$ cat config.mk
export PLATFORM = sky130hd
export DESIGN_NAME = tcvb_channel
export DESIGN_NICKNAME = d
export VERILOG_FILES = /design/src/inc/tcvb_pkg.sv /design/src/hw/tcvb_channel.sv
export SDC_FILE = /design/constraint.sdc
export NUM_CORES = 1
export LEC_CHECK = 0
export BUFFER_PORTS_ARGS = -buffer_cell sky130_fd_sc_hd__buf_2
export CAP_MARGIN = 20
export CELL_PAD_IN_SITES_DETAIL_PLACEMENT = 1
export CELL_PAD_IN_SITES_GLOBAL_PLACEMENT = 1
export CORE_AREA = 4 4 118 120
export CTS_CLUSTER_SIZE = 10
export DETAILED_ROUTE_END_ITERATION = 8
export DIE_AREA = 0 0 122 124
export PLACE_DENSITY = 0.85
export RECOVER_POWER = 25
export SKIP_CTS_REPAIR_TIMING = 1
export SYNTH_ARGS = -nofsm -noshare
export SYNTH_HDL_FRONTEND = slang
export SYNTH_SLANG_ARGS = --single-unit
$ cat constraint.sdc
create_clock -name pclk -period 2.45 [get_ports pclk]
set_input_delay 0.49 -clock pclk [delete_from_list [all_inputs] [get_ports pclk]]
set_output_delay 0.49 -clock pclk [all_outputs]
set_load 0.01 [all_outputs]
$ cat src/inc/tcvb_pkg.sv
package tcvb_pkg;

   // ----------------------------------------
   // Bus geometry and register offsets
   // ----------------------------------------
   localparam int unsigned ADDR_W = 4;
   localparam logic [3:0] OFF_CHSC = 4'h0;
   localparam logic [3:0] OFF_VALH = 4'h4;
   localparam logic [3:0] OFF_VALL = 4'h8;
   localparam logic [3:0] OFF_SETUP = 4'hC;

   // ----------------------------------------
   // Field positions
   // ----------------------------------------
   localparam int unsigned CHSC_FLAG_BIT = 7;
   localparam int unsigned CHSC_IE_BIT = 6;
   localparam int unsigned CHSC_MS_LSB = 4;
   localparam int unsigned CHSC_ELS_LSB = 2;
   localparam int unsigned SETUP_CENTER_ALIGNED_PWM_BIT = 5;
   localparam int unsigned SETUP_CLKS_LSB = 3;

   // ----------------------------------------
   // Reset values and counter constants
   // ----------------------------------------
   localparam logic [15:0] VAL_RST = 16'h0000;
   localparam logic [1:0] CLKS_RST = 2'h0;
   localparam logic [15:0] FREE_TERM = 16'hFFFF;
   localparam logic [15:0] CNT_ZERO = 16'h0000;

   // ----------------------------------------
   // Encodings
   // ----------------------------------------
   localparam logic [1:0] MS_CAPTURE = 2'h0;
   localparam logic [1:0] MS_COMPARE = 2'h1;
   localparam logic [1:0] ELS_OFF = 2'h0;
   localparam logic [1:0] ELS_RISE = 2'h1;
   localparam logic [1:0] ELS_FALL = 2'h2;
   localparam logic [1:0] ELS_BOTH = 2'h3;
   localparam logic [1:0] ELS_TOGGLE = 2'h1;
   localparam logic [1:0] ELS_CLEAR = 2'h2;
   localparam logic [1:0] ELS_SET = 2'h3;
   localparam logic [1:0] ELS_HIGH_TRUE = 2'h2;

   typedef enum logic [1:0] {TCVB_CAPTURE, TCVB_COMPARE, TCVB_EDGE_ALIGNED_PWM, TCVB_CENTER_ALIGNED_PWM} tcvb_mode_t;

   // Shared counter view
   typedef struct packed {
      logic [15:0] value;
      logic [15:0] modulo;
      logic tick;
      logic up;
   } tcvb_cnt_t;

   // Channel status/control contents
   typedef struct packed {
      logic flag;
      logic irq_en;
      logic [1:0] ms;
      logic [1:0] els;
   } tcvb_chsc_t;

endpackage
$ cat src/hw/tcvb_channel.sv
`timescale 1ns/1ns

// Operation
// Edge/level 00 releases the channel pin
// Mode 00: capture rising, falling or both
// Mode 01: compare soft, toggle, clear, set
// Mode 1X: edge PWM high or low true
// Center select: center PWM on up match; the code also switches the pin on down match
// Reset clears both value bytes
// Capture read latches both bytes until other
// Control write releases read latch
// Capture mode ignores value writes
// Debug freezes read latch state
// Debug reads return live value
// Compare/PWM writes buffered, transfer after both
// Counter stopped: transfer on second write
// Compare: transfer at next counter change
// PWM: transfer at step to modulo
// Control write resets write sequence
// Debug freezes write latch state
// Debug writes go straight to value
// Debug writes keep partial sequence intact
// Capture edge copies counter into value
// Flag on capture or match, interrupt
// Center select drives up/down counting
// Match compares full 16-bit counter value
// Value is high and low byte
module tcvb_channel #(
   parameter int unsigned ADDR_W = tcvb_pkg::ADDR_W
) (
   input wire logic pclk,
   input wire logic presetn,
   input wire logic psel,
   input wire logic penable,
   input wire logic pwrite,
   input wire logic [ADDR_W-1:0] paddr,
   input wire logic [31:0] pwdata,
   output logic [31:0] prdata,
   output logic pready,
   output logic pslverr,
   input wire logic debug_halt_mode,
   input wire tcvb_pkg::tcvb_cnt_t cnt,
   input wire logic ch_pin_in,
   output logic ch_pin_out,
   output logic ch_pin_oe,
   output logic ch_irq,
   output logic center_pwm_select,
   output logic [1:0] counter_clock_select
);

   // ----------------------------------------
   // Types and state
   // ----------------------------------------
   typedef enum logic [1:0] {TCVB_WR_IDLE, TCVB_WR_HI, TCVB_WR_LO, TCVB_WR_FULL} tcvb_wr_t;
   typedef enum logic [1:0] {TCVB_RD_OPEN, TCVB_RD_HI, TCVB_RD_LO} tcvb_rd_t;

   tcvb_pkg::tcvb_chsc_t chsc_reg;
   logic flag_armed_reg;
   logic [15:0] val_reg;
   logic [15:0] wr_buf_reg;
   logic [15:0] rd_buf_reg;
   tcvb_wr_t wr_state_reg;
   tcvb_rd_t rd_state_reg;
   logic [2:0] pin_sync_reg;
   logic pin_level_reg;
   logic [31:0] prdata_reg;

   // ----------------------------------------
   // Mode decode
   // ----------------------------------------
   function automatic tcvb_pkg::tcvb_mode_t decode_mode(input logic center_aligned_pwm, input logic [1:0] ms);
      tcvb_pkg::tcvb_mode_t m;
      m = tcvb_pkg::TCVB_CAPTURE;
      if (center_aligned_pwm)
      begin
         m = tcvb_pkg::TCVB_CENTER_ALIGNED_PWM;
      end
      else if (ms[1])
      begin
         m = tcvb_pkg::TCVB_EDGE_ALIGNED_PWM;
      end
      else if (ms == tcvb_pkg::MS_COMPARE)
      begin
         m = tcvb_pkg::TCVB_COMPARE;
      end
      else
      begin
         m = tcvb_pkg::TCVB_CAPTURE;
      end
      return m;
   endfunction

   // Address match against one word offset
   function automatic logic hit(input logic [ADDR_W-1:0] a, input logic [3:0] off);
      return a == ADDR_W'(off);
   endfunction

   tcvb_pkg::tcvb_mode_t mode;
   logic is_capture;
   logic is_pwm;
   logic clks_off;
   logic high_true;
   logic [15:0] term;

   assign mode = decode_mode(center_pwm_select, chsc_reg.ms);
   assign is_capture = (mode == tcvb_pkg::TCVB_CAPTURE);
   assign is_pwm = (mode == tcvb_pkg::TCVB_EDGE_ALIGNED_PWM) || (mode == tcvb_pkg::TCVB_CENTER_ALIGNED_PWM);
   assign clks_off = (counter_clock_select == tcvb_pkg::CLKS_RST);
   assign high_true = (chsc_reg.els == tcvb_pkg::ELS_HIGH_TRUE);
   assign term = (cnt.modulo == tcvb_pkg::CNT_ZERO) ? tcvb_pkg::FREE_TERM : cnt.modulo;

   // ----------------------------------------
   // APB decode
   // ----------------------------------------
   logic acc;
   logic mapped;
   logic wr_chsc;
   logic wr_valh;
   logic wr_vall;
   logic wr_setup;
   logic rd_chsc;
   logic rd_valh;
   logic rd_vall;

   assign pready = psel & penable;
   assign acc = psel & penable;

   always_comb
   begin
      mapped = 1'b1;
      if (hit(paddr, tcvb_pkg::OFF_CHSC))
      begin
         mapped = 1'b1;
      end
      else if (hit(paddr, tcvb_pkg::OFF_VALH))
      begin
         mapped = 1'b1;
      end
      else if (hit(paddr, tcvb_pkg::OFF_VALL))
      begin
         mapped = 1'b1;
      end
      else if (hit(paddr, tcvb_pkg::OFF_SETUP))
      begin
         mapped = 1'b1;
      end
      else
      begin
         mapped = 1'b0;
      end
   end

   assign pslverr = acc & ~mapped;
   assign wr_chsc = acc & pwrite & hit(paddr, tcvb_pkg::OFF_CHSC);
   assign wr_valh = acc & pwrite & hit(paddr, tcvb_pkg::OFF_VALH);
   assign wr_vall = acc & pwrite & hit(paddr, tcvb_pkg::OFF_VALL);
   assign wr_setup = acc & pwrite & hit(paddr, tcvb_pkg::OFF_SETUP);
   assign rd_chsc = acc & ~pwrite & hit(paddr, tcvb_pkg::OFF_CHSC);
   assign rd_valh = acc & ~pwrite & hit(paddr, tcvb_pkg::OFF_VALH);
   assign rd_vall = acc & ~pwrite & hit(paddr, tcvb_pkg::OFF_VALL);

   // ----------------------------------------
   // Pin synchroniser and edge detect
   // ----------------------------------------
   logic pin_stable;
   logic rise_evt;
   logic fall_evt;
   logic cap_evt;
   logic match_evt;

   always_ff @(posedge pclk or negedge presetn)
   begin
      if (!presetn)
      begin
         pin_sync_reg <= 3'h0;
         pin_level_reg <= 1'b0;
      end
      else
      begin
         pin_sync_reg <= {pin_sync_reg[1:0], ch_pin_in};
         if (pin_stable)
         begin
            pin_level_reg <= pin_sync_reg[2];
         end
      end
   end

   assign pin_stable = (pin_sync_reg[1] == pin_sync_reg[2]);
   assign rise_evt = pin_stable & pin_sync_reg[2] & ~pin_level_reg;
   assign fall_evt = pin_stable & ~pin_sync_reg[2] & pin_level_reg;

   always_comb
   begin
      cap_evt = 1'b0;
      if (is_capture)
      begin
         case (chsc_reg.els)
            tcvb_pkg::ELS_RISE: cap_evt = rise_evt;
            tcvb_pkg::ELS_FALL: cap_evt = fall_evt;
            tcvb_pkg::ELS_BOTH: cap_evt = rise_evt | fall_evt;
            default: cap_evt = 1'b0;
         endcase
      end
   end

   assign match_evt = ~is_capture & cnt.tick & (cnt.value == val_reg);

   // ----------------------------------------
   // Timer setup register
   // ----------------------------------------
   always_ff @(posedge pclk or negedge presetn)
   begin
      if (!presetn)
      begin
         center_pwm_select <= 1'b0;
         counter_clock_select <= tcvb_pkg::CLKS_RST;
      end
      else if (wr_setup)
      begin
         center_pwm_select <= pwdata[tcvb_pkg::SETUP_CENTER_ALIGNED_PWM_BIT];
         counter_clock_select <= pwdata[tcvb_pkg::SETUP_CLKS_LSB +: 2];
      end
   end

   // ----------------------------------------
   // Channel status/control and flag
   // ----------------------------------------
   always_ff @(posedge pclk or negedge presetn)
   begin
      if (!presetn)
      begin
         chsc_reg <= '0;
         flag_armed_reg <= 1'b0;
      end
      else
      begin
         if (wr_chsc)
         begin
            chsc_reg.irq_en <= pwdata[tcvb_pkg::CHSC_IE_BIT];
            chsc_reg.ms <= pwdata[tcvb_pkg::CHSC_MS_LSB +: 2];
            chsc_reg.els <= pwdata[tcvb_pkg::CHSC_ELS_LSB +: 2];
            if (flag_armed_reg && !pwdata[tcvb_pkg::CHSC_FLAG_BIT])
            begin
               chsc_reg.flag <= 1'b0;
            end
            flag_armed_reg <= 1'b0;
         end
         else if (rd_chsc && chsc_reg.flag)
         begin
            flag_armed_reg <= 1'b1;
         end
         if (cap_evt || match_evt)
         begin
            chsc_reg.flag <= 1'b1;
         end
      end
   end

   assign ch_irq = chsc_reg.flag & chsc_reg.irq_en;

   // ----------------------------------------
   // Write coherency sequence
   // ----------------------------------------
   logic val_wr;
   logic second_wr;
   logic xfer_evt;

   assign val_wr = (wr_valh | wr_vall) & ~is_capture;
   assign second_wr = (wr_valh && wr_state_reg == TCVB_WR_LO) || (wr_vall && wr_state_reg == TCVB_WR_HI);

   always_comb
   begin
      xfer_evt = 1'b0;
      if (wr_state_reg == TCVB_WR_FULL && !clks_off && cnt.tick && !debug_halt_mode)
      begin
         if (mode == tcvb_pkg::TCVB_COMPARE)
         begin
            xfer_evt = 1'b1;
         end
         else if (is_pwm && cnt.up && cnt.value == term)
         begin
            xfer_evt = 1'b1;
         end
      end
   end

   always_ff @(posedge pclk or negedge presetn)
   begin
      if (!presetn)
      begin
         wr_state_reg <= TCVB_WR_IDLE;
         wr_buf_reg <= tcvb_pkg::VAL_RST;
      end
      else if (wr_chsc)
      begin
         wr_state_reg <= TCVB_WR_IDLE;
      end
      else if (debug_halt_mode)
      begin
         wr_state_reg <= wr_state_reg;
      end
      else if (val_wr)
      begin
         if (wr_valh)
         begin
            wr_buf_reg[15:8] <= pwdata[7:0];
         end
         else
         begin
            wr_buf_reg[7:0] <= pwdata[7:0];
         end
         if (second_wr)
         begin
            wr_state_reg <= clks_off ? TCVB_WR_IDLE : TCVB_WR_FULL;
         end
         else
         begin
            wr_state_reg <= wr_valh ? TCVB_WR_HI : TCVB_WR_LO;
         end
      end
      else if (xfer_evt)
      begin
         wr_state_reg <= TCVB_WR_IDLE;
      end
   end

   // ----------------------------------------
   // Channel value register
   // ----------------------------------------
   always_ff @(posedge pclk or negedge presetn)
   begin
      if (!presetn)
      begin
         val_reg <= tcvb_pkg::VAL_RST;
      end
      else if (cap_evt)
      begin
         val_reg <= cnt.value;
      end
      else if (val_wr && debug_halt_mode)
      begin
         if (wr_valh)
         begin
            val_reg[15:8] <= pwdata[7:0];
         end
         else
         begin
            val_reg[7:0] <= pwdata[7:0];
         end
      end
      else if (val_wr && second_wr && !wr_chsc && clks_off)
      begin
         val_reg <= wr_valh ? {pwdata[7:0], wr_buf_reg[7:0]} : {wr_buf_reg[15:8], pwdata[7:0]};
      end
      else if (xfer_evt && !wr_chsc)
      begin
         val_reg <= wr_buf_reg;
      end
   end

   // ----------------------------------------
   // Read coherency latch
   // ----------------------------------------
   always_ff @(posedge pclk or negedge presetn)
   begin
      if (!presetn)
      begin
         rd_state_reg <= TCVB_RD_OPEN;
         rd_buf_reg <= tcvb_pkg::VAL_RST;
      end
      else if (wr_chsc)
      begin
         rd_state_reg <= TCVB_RD_OPEN;
      end
      else if (!debug_halt_mode && is_capture && (rd_valh || rd_vall))
      begin
         case (rd_state_reg)
            TCVB_RD_OPEN:
            begin
               rd_buf_reg <= val_reg;
               rd_state_reg <= rd_valh ? TCVB_RD_HI : TCVB_RD_LO;
            end
            TCVB_RD_HI:
            begin
               if (rd_vall)
               begin
                  rd_state_reg <= TCVB_RD_OPEN;
               end
            end
            TCVB_RD_LO:
            begin
               if (rd_valh)
               begin
                  rd_state_reg <= TCVB_RD_OPEN;
               end
            end
            default: rd_state_reg <= TCVB_RD_OPEN;
         endcase
      end
   end

   // ----------------------------------------
   // Read data, registered in the setup cycle
   // ----------------------------------------
   logic use_buf;
   logic [15:0] rd_word;

   assign use_buf = is_capture & ~debug_halt_mode & (rd_state_reg != TCVB_RD_OPEN);
   assign rd_word = use_buf ? rd_buf_reg : val_reg;

   always_ff @(posedge pclk or negedge presetn)
   begin
      if (!presetn)
      begin
         prdata_reg <= 32'h00000000;
      end
      else if (psel && !penable && !pwrite)
      begin
         if (hit(paddr, tcvb_pkg::OFF_CHSC))
         begin
            prdata_reg <= {24'h000000, chsc_reg, 2'h0};
         end
         else if (hit(paddr, tcvb_pkg::OFF_VALH))
         begin
            prdata_reg <= {24'h000000, rd_word[15:8]};
         end
         else if (hit(paddr, tcvb_pkg::OFF_VALL))
         begin
            prdata_reg <= {24'h000000, rd_word[7:0]};
         end
         else if (hit(paddr, tcvb_pkg::OFF_SETUP))
         begin
            prdata_reg <= {26'h0, center_pwm_select, counter_clock_select, 3'h0};
         end
         else
         begin
            prdata_reg <= 32'h00000000;
         end
      end
   end

   assign prdata = prdata_reg;

   // ----------------------------------------
   // Pin driver
   // ----------------------------------------
   always_ff @(posedge pclk or negedge presetn)
   begin
      if (!presetn)
      begin
         ch_pin_out <= 1'b0;
      end
      else if (chsc_reg.els != tcvb_pkg::ELS_OFF)
      begin
         case (mode)
            tcvb_pkg::TCVB_COMPARE:
            begin
               if (match_evt)
               begin
                  case (chsc_reg.els)
                     tcvb_pkg::ELS_TOGGLE: ch_pin_out <= ~ch_pin_out;
                     tcvb_pkg::ELS_CLEAR: ch_pin_out <= 1'b0;
                     default: ch_pin_out <= 1'b1;
                  endcase
               end
            end
            tcvb_pkg::TCVB_EDGE_ALIGNED_PWM:
            begin
               if (match_evt)
               begin
                  ch_pin_out <= ~high_true;
               end
               else if (cnt.tick && cnt.value == tcvb_pkg::CNT_ZERO)
               begin
                  ch_pin_out <= high_true;
               end
            end
            tcvb_pkg::TCVB_CENTER_ALIGNED_PWM:
            begin
               if (match_evt)
               begin
                  ch_pin_out <= cnt.up ? ~high_true : high_true;
               end
            end
            default: ch_pin_out <= ch_pin_out;
         endcase
      end
   end

   assign ch_pin_oe = (chsc_reg.els != tcvb_pkg::ELS_OFF) & ~is_capture;

endmodule

=== Word-level counts from Yosys, hierarchy flattened ===
Cells that the tools add are included.

* Memories kept: 0
* Input bits: 77
* Bits in writable memories: 0
* Register bits after elaboration: 99
* Output and inout port bits: 40
* ROM bits: 0
* Latch bits: 0

* Shift-type cells: 0
* $mul: 0
* Reduce and logical (&&, ||, !) cells: 53
* Muxes and demuxes: 50
* Order comparisons: 0
* Add/sub/neg operators: 0
* Bitwise gates (word level): 34
* Eq/ne operators: 26
* Div/mod/pow operators: 0

{| class="wikitable"
|+ Operators with widths
! operator !! count
|-
| two-way mux 16 bit || 7
|-
| two-way mux 8 bit || 5
|-
| equality test 16 bit || 2
|-
| zero test 16 bit || 2
|-
| two-way mux 2 bit || 14
|-
| bitwise AND 1 bit || 22
|-
| logical AND 1 bit || 19
|-
| two-way mux 1 bit || 18
|-
| equality test 2 bit, second input constant || 7
|-
| two-way mux 6 bit || 2
|-
| inequality test 3 bit, second input constant || 4
|-
| nonzero test 2 bit || 6
|-
| equality test 2 x 1 -> 1 bit, second input constant || 5
|-
| inverter 1 bit || 10
|-
| equality test 4 bit, second input constant || 2
|-
| AND reduction 2 bit || 4
|-
| AND reduction 4 bit || 2
|-
| zero test 1 bit || 6
|-
| zero test 2 bit || 3
|-
| one-hot mux 1 bit (3 select lines) || 2
|-
| one-hot mux 2 bit (3 select lines) || 1
|-
| AND reduction 3 bit || 2
|-
| nonzero test 3 bit || 2
|-
| AND reduction 5 bit || 1
|-
| other kinds (10) || 15
|}

=== Depth between registers and ports, before layout ===
Gate-level depths: netlist of the first run.

* Depth in word-level cells: 16
* Mapped depth: 9

=== Worst setup path before layout of the first run ===
No wires, ideal clock.

* Path type: input port to flip-flop
* Start: in paddr[1]
* End: reg val_reg[0]
* Data arrival time: 2571 ps
* Slack: -249 ps
* Cell stages on the path: 9
* Setup time: 127 ps
* Path through: or4b_1 clkbuf_1 o22a_1 nor4_4 a21oi_1 nor2_4 mux2i_1 a21oi_1 mux2_1

* Cells in the longest elaborated chain, start to end: 10
* Elaborated cells between the ends (all ways): 24
* Classes of those cells: eq/ne: 3; mux: 4; bitwise: 5; reduce/logical: 12

{| class="wikitable"
|+ RTL lines
! what !! line !! RTL
|-
| from (decl) || tcvb_channel.sv:36 || <nowiki>input wire logic [ADDR_W-1:0] paddr,</nowiki>
|-
| equality test 4 x 3 -> 1 bit / equality test 4 bit (equally long branches) || tcvb_channel.sv:95 || <nowiki>return a == ADDR_W'(off);</nowiki>
|-
| bitwise AND 1 bit (on tied branches) || tcvb_channel.sv:155, tcvb_channel.sv:156 ||
|-
| OR 1 bit / logical AND 1 bit (equally long branches) || tcvb_channel.sv:268, tcvb_channel.sv:269 ||
|-
| bitwise AND 1 bit / logical OR 1 bit (equally long branches) || tcvb_channel.sv:268, tcvb_channel.sv:269 ||
|-
| logical AND 1 bit (3 in series) || tcvb_channel.sv:351 || <nowiki>else if (val_wr && second_wr && !wr_chsc && clks_off)</nowiki>
|-
| two-way mux 16 bit || tcvb_channel.sv:351 ||
|-
| two-way mux 16 bit || tcvb_channel.sv:340 || <nowiki>else if (val_wr && debug_halt_mode)</nowiki>
|-
| two-way mux 16 bit || tcvb_channel.sv:336 || <nowiki>else if (cap_evt)</nowiki>
|-
| to (signal assigned) || tcvb_channel.sv:334 || <nowiki>val_reg <= tcvb_pkg::VAL_RST;</nowiki>
|-
| to (signal assigned) || tcvb_channel.sv:338 || <nowiki>val_reg <= cnt.value;</nowiki>
|-
| to (signal assigned) || tcvb_channel.sv:353 || <nowiki>val_reg <= wr_valh ? {pwdata[7:0], wr_buf_reg[7:0]} : {wr_buf_reg[15:8], pwdata[7:0]};</nowiki>
|-
| to (decl) || tcvb_channel.sv:59 || <nowiki>logic [15:0] val_reg;</nowiki>
|}

Several ways; a longest one is shown, not always the timed one.
A chain may end at the register's enable or synchronous reset.

=== Final worst setup path of the first run ===
* Start: in paddr[2]
* End: reg val_reg[7]

Same word-level chain as after synthesis.

==> results of run 1 <==
[placed cells by master (no fill, tap or decap), types with 3 or more instances in the layout]
cell type | synthesis | layout
mux2i_4 | 0 | 3
a41oi_2 | 0 | 3
nor3_1 | 7 | 7
nand3_1 | 5 | 5
nand2b_1 | 4 | 4
o21ai_0 | 5 | 5
mux2_1 | 55 | 38
buf_4 | 24 | 71
dfrtp_1 | 75 | 75
buf_6 | 0 | 11
nor2_4 | 2 | 3
o21a_1 | 3 | 3
o21ai_1 | 6 | 6
a21oi_1 | 37 | 32
nor2_1 | 42 | 41
clkbuf_16 | 0 | 9
nor4_4 | 1 | 5
nor4bb_1 | 5 | 5
inv_1 | 7 | 7
mux2_4 | 0 | 17
xor2_1 | 9 | 9
and2_1 | 3 | 3
conb_1 | 1 | 24
o22ai_1 | 4 | 4
nand2_1 | 29 | 29
a21oi_2 | 0 | 5
nand4_1 | 6 | 6
nor4_1 | 9 | 9
mux2i_1 | 33 | 28
xnor2_1 | 19 | 19
buf_2 | 3 | 59
buf_12 | 0 | 3
nor2b_1 | 4 | 4
a221oi_1 | 3 | 3
[per-layer routing]
layer / track usage [%] / wire length, µm
met1: 24.2 / 6860
met2: 41.1 / 9720
met3: 4.27 / 1070
met4: 9.66 / 1060
met5: 0 / 0
[worst register-to-register path, cell delays in order (launching register included)]
cell	delay [ns]
dfrtp_1	0.41
nand2b_1	0.16
o22a_1	0.25
nor4_4	0.40
a21oi_2	0.15
nor2_4	0.16
buf_12	0.16
mux2i_1	0.34
a21oi_1	0.12
mux2_4	0.28
[metrics by stage]
step / setup slack (ns) / util (%)
after detailed placement: -0.472 / 44.0
after global placement: -0.364 / 44.0
after floorplan: -0.241 / -
final: -0.316 / 48.8
after global routing: -0.373 / 48.8
after CTS: -0.151 / 46.4
[kinds of logic after synthesis]
| group | Yosys count | synth area share (%) |
|---|---|---|
| AOI/OAI and AO/OA | 78 | 11.4 |
| xor gates and xnor gates | 28 | 5.24 |
| adders and majority gates | 2 | 0.535 |
| buffers and inverters | 47 | 5.78 |
| DFF | 75 | 40.1 |
| muxes | 88 | 20.3 |
| other | 1 | 0.0802 |
| and+or+nand+nor | 137 | 16.5 |
[power groups by stage]
stage	sequential [W]	combinational [W]	clock, W
CTS	0.00163	0.000852	0.00138
global route	0.00166	0.00106	0.00143
detailed placement	0.00164	0.000817	0
floorplan	0.00158	0.000480	0
global placement	0.00162	0.000768	0
finish	0.00165	0.000994	0.00139
[path summary, 6_finish.rpt]
check,cells past startpoint,to,slack (ns)
worst max-delay path,10,val_reg[7]$_DFFE_PN0P_,-0.32
worst min-delay path,1,pin_sync_reg[0]$_DFF_PN0_,0.25
worst max register to register,9,val_reg[7]$_DFFE_PN0P_,-0.10
worst min register to register,0,pin_sync_reg[1]$_DFF_PN0_,0.35
max in group asynchronous,2,pin_level_reg$_DFFE_PN0N_,0.52
min in group asynchronous,2,wr_buf_reg[4]$_DFFE_PN0P_,0.75
[area by class of cell]
type / instances / share of cell area [%]
diodes: 1 / 0.0395
clock inverters: 4 / 0.791
inverters: 9 / 0.534
well taps: 176 / 3.48
clock buffers: 11 / 3.99
multi-input cells: 357 / 45.0
repair buffers: 147 / 16.5
flip-flops and latches: 75 / 29.7
==> flow_summary_export.csv, run 1 <==
group,metric,value,unit
run_status,status,"finished, violations left",
run_status,violations,"max-capacitance violations, max-slew violations, negative setup slack",
sta,holdWs,0.249,ns
cells_and_area,seq_area,1880,µm²
worst_setup_path,crit_chain,"buf_6 -> or4b_4 -> o22a_1 -> nor4_4 -> a21oi_2 -> nor2_4 -> buf_12 -> mux2i_1 -> a21oi_1 -> mux2_4",
die,boundaryPins,117,
worst_setup_path,endpoint_kind,"flip-flop",
sta,finalSetupViolations,18,
placement,dp_hpwl,11900,µm
cells_and_area,final_net_count,678,
yosys,postSynthCellCount,456,
power_and_ir_drop,switchingPower,0.00131,W
sta,maxSlewHeadroom,-29.9,%
power_and_ir_drop,seqPwrFrac,40.9,%
sta,min_period_over_period,113,%
cells_and_area,fin_area,6330,µm²
power_and_ir_drop,power.density,638,nW/µm²
grt,grt_start_max_net_pins,76,
sta,worst_pin_slew,1.95,ns
worst_setup_path,crit_family,"simple AND/OR/NAND/NOR gates",
worst_setup_path,cp.arrival,2.99,ns
worst_setup_path,regToRegStartpoint,"wr_state_reg[1]$_DFFE_PN0P_",
worst_setup_path,crit_fanout,8,
clock_network,root_buffer,"clkbuf_16",
worst_setup_path,cpPeakStageDelay,0.54,ns
die,initial_utilization,36.0,%
placement,placed_area,5720,µm²
clock_network,clkSinkCount,75,
sta,skew,0.00842,ns
min_path,hp-class,"input pin to flip-flop",
yosys,synthFlopType,"dfrtp_1",
yosys,synth.avg_cell_area,10.3,µm²
power_and_ir_drop,p_sw_share,32.4,%
worst_setup_path,worst-setup-path-type,"input pin to flip-flop",
worst_setup_path,start_kind,"input pin",
power_and_ir_drop,internal_power,0.00273,W
die,fp-row-count,42,
detailed_routing,ant_nets,0,
sta,rsz0062_at_grt,"yes",
die,dieArea,15100,µm²
sta,period_needed,2.77,ns
clock_network,cts_buffer_depth,2,
clock_network,clk_latency,0.35,ns
clock_network,cts_max_level,3,
yosys,netlist.area_leader.share,40.1,%
placement,routabilityCongestion,0.850,
grt,gr-total-overflow,0,
detailed_routing,route.detailed.drc,0,
clock_network,cts_buffers,9,
power_and_ir_drop,clkPwrFrac,34.5,%
power_and_ir_drop,p_leak,2.89,nW
grt,antenna_found_initial,1,
grt,grt_pass1_vias,4701,
sta,setup-tns-final,-3.62,ns
worst_setup_path,cp.required,2.68,ns
yosys,synthArstFlopShare,100,%
worst_setup_path,slowest_stage,"or4b_4",
sta,fin_ws,-0.316,ns
detailed_routing,wire_per_inst,24.0,µm
flow_run,cap_violations,1,
worst_setup_path,cp_num_buf_inv,2,
detailed_routing,vias,4507,
cells_and_area,syn2layout_area_growth,35.4,%
min_path,min-delay-start,"ch_pin_in",
sta,hold_violations,0,
cells_and_area,layout.cells.non_filler,780,
die,core,13000,µm²
detailed_routing,wirelength,18700,µm
detailed_routing,drtPass1Iterations,5,
clock_network,path_clk_slew,0.06,ns
grt,track_usage,22.0,%
yosys,synthTopCellsByCount,"75 x dfrtp_1, 55 x mux2_1, 42 x nor2_1, 37 x a21oi_1, 33 x mux2i_1",
cells_and_area,drive_above_1_share,35.3,%
power_and_ir_drop,combPwrFrac,24.6,%
power_and_ir_drop,total_power,0.00404,W
yosys,yosysMostFrequentCell,"dfrtp_1",
sta,slew_violations,76,
worst_setup_path,setup.worst_path.start,"paddr[2]",
die,die_h,124,µm
power_and_ir_drop,max-vdd-ir-drop,0.000380,V
sta,max_freq,0.361,GHz
grt,grt_first_pass_wirelength,25600,µm
yosys,yosys-top-cells-area,"dfrtp_1 40%, mux2_1 13%, mux2i_1 7.1%",
yosys,synth_area_leader_cell,"dfrtp_1",
cells_and_area,multi_input_area,2850,µm²
placement,placed_cells,757,
die,die_w,122,µm
placement,io_buffers,68,
yosys,yosysSeqAreaShare,40.1,%
yosys,synth_edf_count,0,
yosys,synth.distinct_cells,56,
cells_and_area,fillers,1449,
yosys,yosysWarningCount,0,
clock_network,cts_tree,"yes",
detailed_routing,vias_per_cell,5.78,
yosys,synth_seq_cells,75,
detailed_routing,drtIter0Drc,333,
yosys,synth_area,4680,µm²
Note: power is estimated with default switching activity, not from simulation.
==> inputs of run 2 (changes only) <==
--- a/config.mk
+++ b/config.mk
@@ -13,9 +13,9 @@
 export CTS_CLUSTER_SIZE = 10
 export DETAILED_ROUTE_END_ITERATION = 8
 export DIE_AREA = 0 0 122 124
+export HOLD_SLACK_MARGIN = 0.05
 export PLACE_DENSITY = 0.85
 export RECOVER_POWER = 25
-export SKIP_CTS_REPAIR_TIMING = 1
 export SYNTH_ARGS = -nofsm -noshare
 export SYNTH_HDL_FRONTEND = slang
 export SYNTH_SLANG_ARGS = --single-unit
==> flow_summary_export.csv, run 2 (same netlist as run 1, synthesis figures left out) <==
group,metric,value,unit
cells_and_area,final_common_cell,"buf_4",
clock_network,holdBufCountCts,0,
die,initial_utilization,36.0,%
detailed_routing,vias_per_cell,5.68,
placement,io_buffers,68,
placement,placed_cells,757,
sta,skew,0.00795,ns
detailed_routing,ant_nets,0,
die,fp-row-count,42,
worst_setup_path,r2r_cells,7,
die,die_h,124,µm
grt,gr-total-overflow,0,
power_and_ir_drop,switchingPower,0.00130,W
sta,hold_violations,0,
sta,period_needed,2.62,ns
die,boundaryPins,117,
sta,finalSetupViolations,18,
sta,min_period_over_period,107,%
cells_and_area,final_util,49.2,%
grt,antenna_found_initial,0,
power_and_ir_drop,p_sw_share,32.2,%
grt,grt_start_max_net_pins,76,
grt,grt_pass1_vias,4915,
cells_and_area,drive_above_1_share,36.7,%
sta,worst_pin_slew,1.91,ns
cells_and_area,diodes,0,
power_and_ir_drop,power.density,631,nW/µm²
cells_and_area,final_cell_mix,"79 x buf_4, 75 x dfrtp_1, 62 x buf_2",
clock_network,cts_tree,"yes",
die,die_w,122,µm
worst_setup_path,crit_fanout,8,
clock_network,path_clk_slew,0.06,ns
worst_setup_path,start_kind,"input pin",
worst_setup_path,worst-setup-path-type,"input pin to flip-flop",
clock_network,cts_max_level,3,
power_and_ir_drop,seqPwrFrac,40.9,%
grt,track_usage,23.8,%
min_path,min_path_cells,1,
run_status,status,"finished, violations left",
detailed_routing,wirelength,18600,µm
detailed_routing,route.detailed.drc,0,
placement,routabilityCongestion,0.850,
sta,maxSlewHeadroom,-27.5,%
power_and_ir_drop,p_leak,2.93,nW
detailed_routing,vias,4463,
power_and_ir_drop,max-vdd-ir-drop,0.000369,V
grt,grt_first_pass_wirelength,27500,µm
detailed_routing,drtPass1Iterations,5,
clock_network,clk_latency,0.35,ns
worst_setup_path,cp.required,2.68,ns
min_path,hp-class,"input pin to flip-flop",
cells_and_area,final_net_count,685,
power_and_ir_drop,clkPwrFrac,34.1,%
die,dieArea,15100,µm²
sta,slew_violations,76,
flow_run,cap_violations,1,
clock_network,clkSinkCount,75,
placement,dp_hpwl,11900,µm
worst_setup_path,endpoint_kind,"flip-flop",
worst_setup_path,cp.arrival,2.84,ns
clock_network,cts_buffers,9,
power_and_ir_drop,combPwrFrac,24.9,%
cells_and_area,layout.cells.non_filler,786,
cells_and_area,syn2layout_area_growth,36.5,%
sta,fin_ws,-0.166,ns
power_and_ir_drop,internal_power,0.00273,W
detailed_routing,wire_per_inst,23.7,µm
detailed_routing,drtIter0Drc,366,
sta,rsz0062_at_grt,"yes",
run_status,violations,"max-capacitance violations, max-slew violations, negative setup slack",
die,core,13000,µm²
sta,max_freq,0.382,GHz
clock_network,cts_buffer_depth,2,
clock_network,root_buffer,"clkbuf_16",
cells_and_area,fillers,1439,
run 2: critical path, stage by stage:
cell	delay, ns
buf_2	0.13
nor4_4	0.35
buf_4	0.17
and4_4	0.22
nor2_1	0.07
xnor2_1	0.18
a2111oi_4	0.43
a31o_4	0.27
o31ai_4	0.19
mux2_4	0.35
run 2: final cells by class:
cell class | instances | area, µm² | area share (%)
clock buffer | 11 | 253 | 3.96
clock inverter | 4 | 50.0 | 0.784
inverter | 9 | 33.8 | 0.529
multi-input combinational | 357 | 2880 | 45.1
sequential | 75 | 1880 | 29.4
tap | 176 | 220 | 3.45
timing repair buffer | 154 | 1070 | 16.8
run 2: metrics by stage:
stage	hold WS (ns)	total power, W	cell area (µm²)	setup slack (ns)	setup TNS [ns]
final	0.254	0.00403	6380	-0.166	-2.32
after global routing	0.266	0.00415	6380	-0.256	-3.93
after CTS	0.200	0.00391	6250	-0.0820	-0.897
after detailed placement	0.339	0.00245	5720	-0.472	-11.03
after global placement	0.334	0.00238	5720	-0.364	-7.45
after floorplan	0.194	0.00206	4800	-0.241	-4.08
run 2: metal layers:
metal	part of all wire (%)	routed length, µm	global-route usage, %	vias up
met5	0	0	0	-
met2	52	9670	43.5	224
met1	37	6950	26.2	2233
li1	-	-	-	1925
met4	5.6	1050	13.6	0
met3	5.1	950	3.95	81
run 2: path summary, 6_finish.rpt:
check | start | end | slack (ns)
worst max-delay path | cnt[3] | val_reg[2]$_DFFE_PN0P_ | -0.17
worst min-delay path | ch_pin_in | pin_sync_reg[0]$_DFF_PN0_ | 0.25
worst max register to register | chsc_reg[2]$_DFFE_PN0P_ | prdata[3]$_DFFE_PN0P_ | 0.05
worst min register to register | pin_sync_reg[0]$_DFF_PN0_ | pin_sync_reg[1]$_DFF_PN0_ | 0.35
max in group asynchronous | presetn | chsc_reg[2]$_DFFE_PN0P_ | 0.56
min in group asynchronous | presetn | rd_state_reg[1]$_DFFE_PN0P_ | 0.74
run 2: repair_timing:
item,in CTS,in global routing
setup buffers,10,4
setup endpoints to repair,17,30
pin swaps,16,9
resized for setup,34,26
gates cloned,0,0
endpoints found under the hold margin,0,0
run 2: power groups by stage:
stage	logic (W)	clock network, W	registers [W]
6_report	0.00100	0.00137	0.00165
5_1_grt	0.00107	0.00142	0.00166
4_1_cts	0.000903	0.00138	0.00163
3_5_place_dp	0.000817	0	0.00164
3_3_place_gp	0.000768	0	0.00162
2_1_floorplan	0.000480	0	0.00158
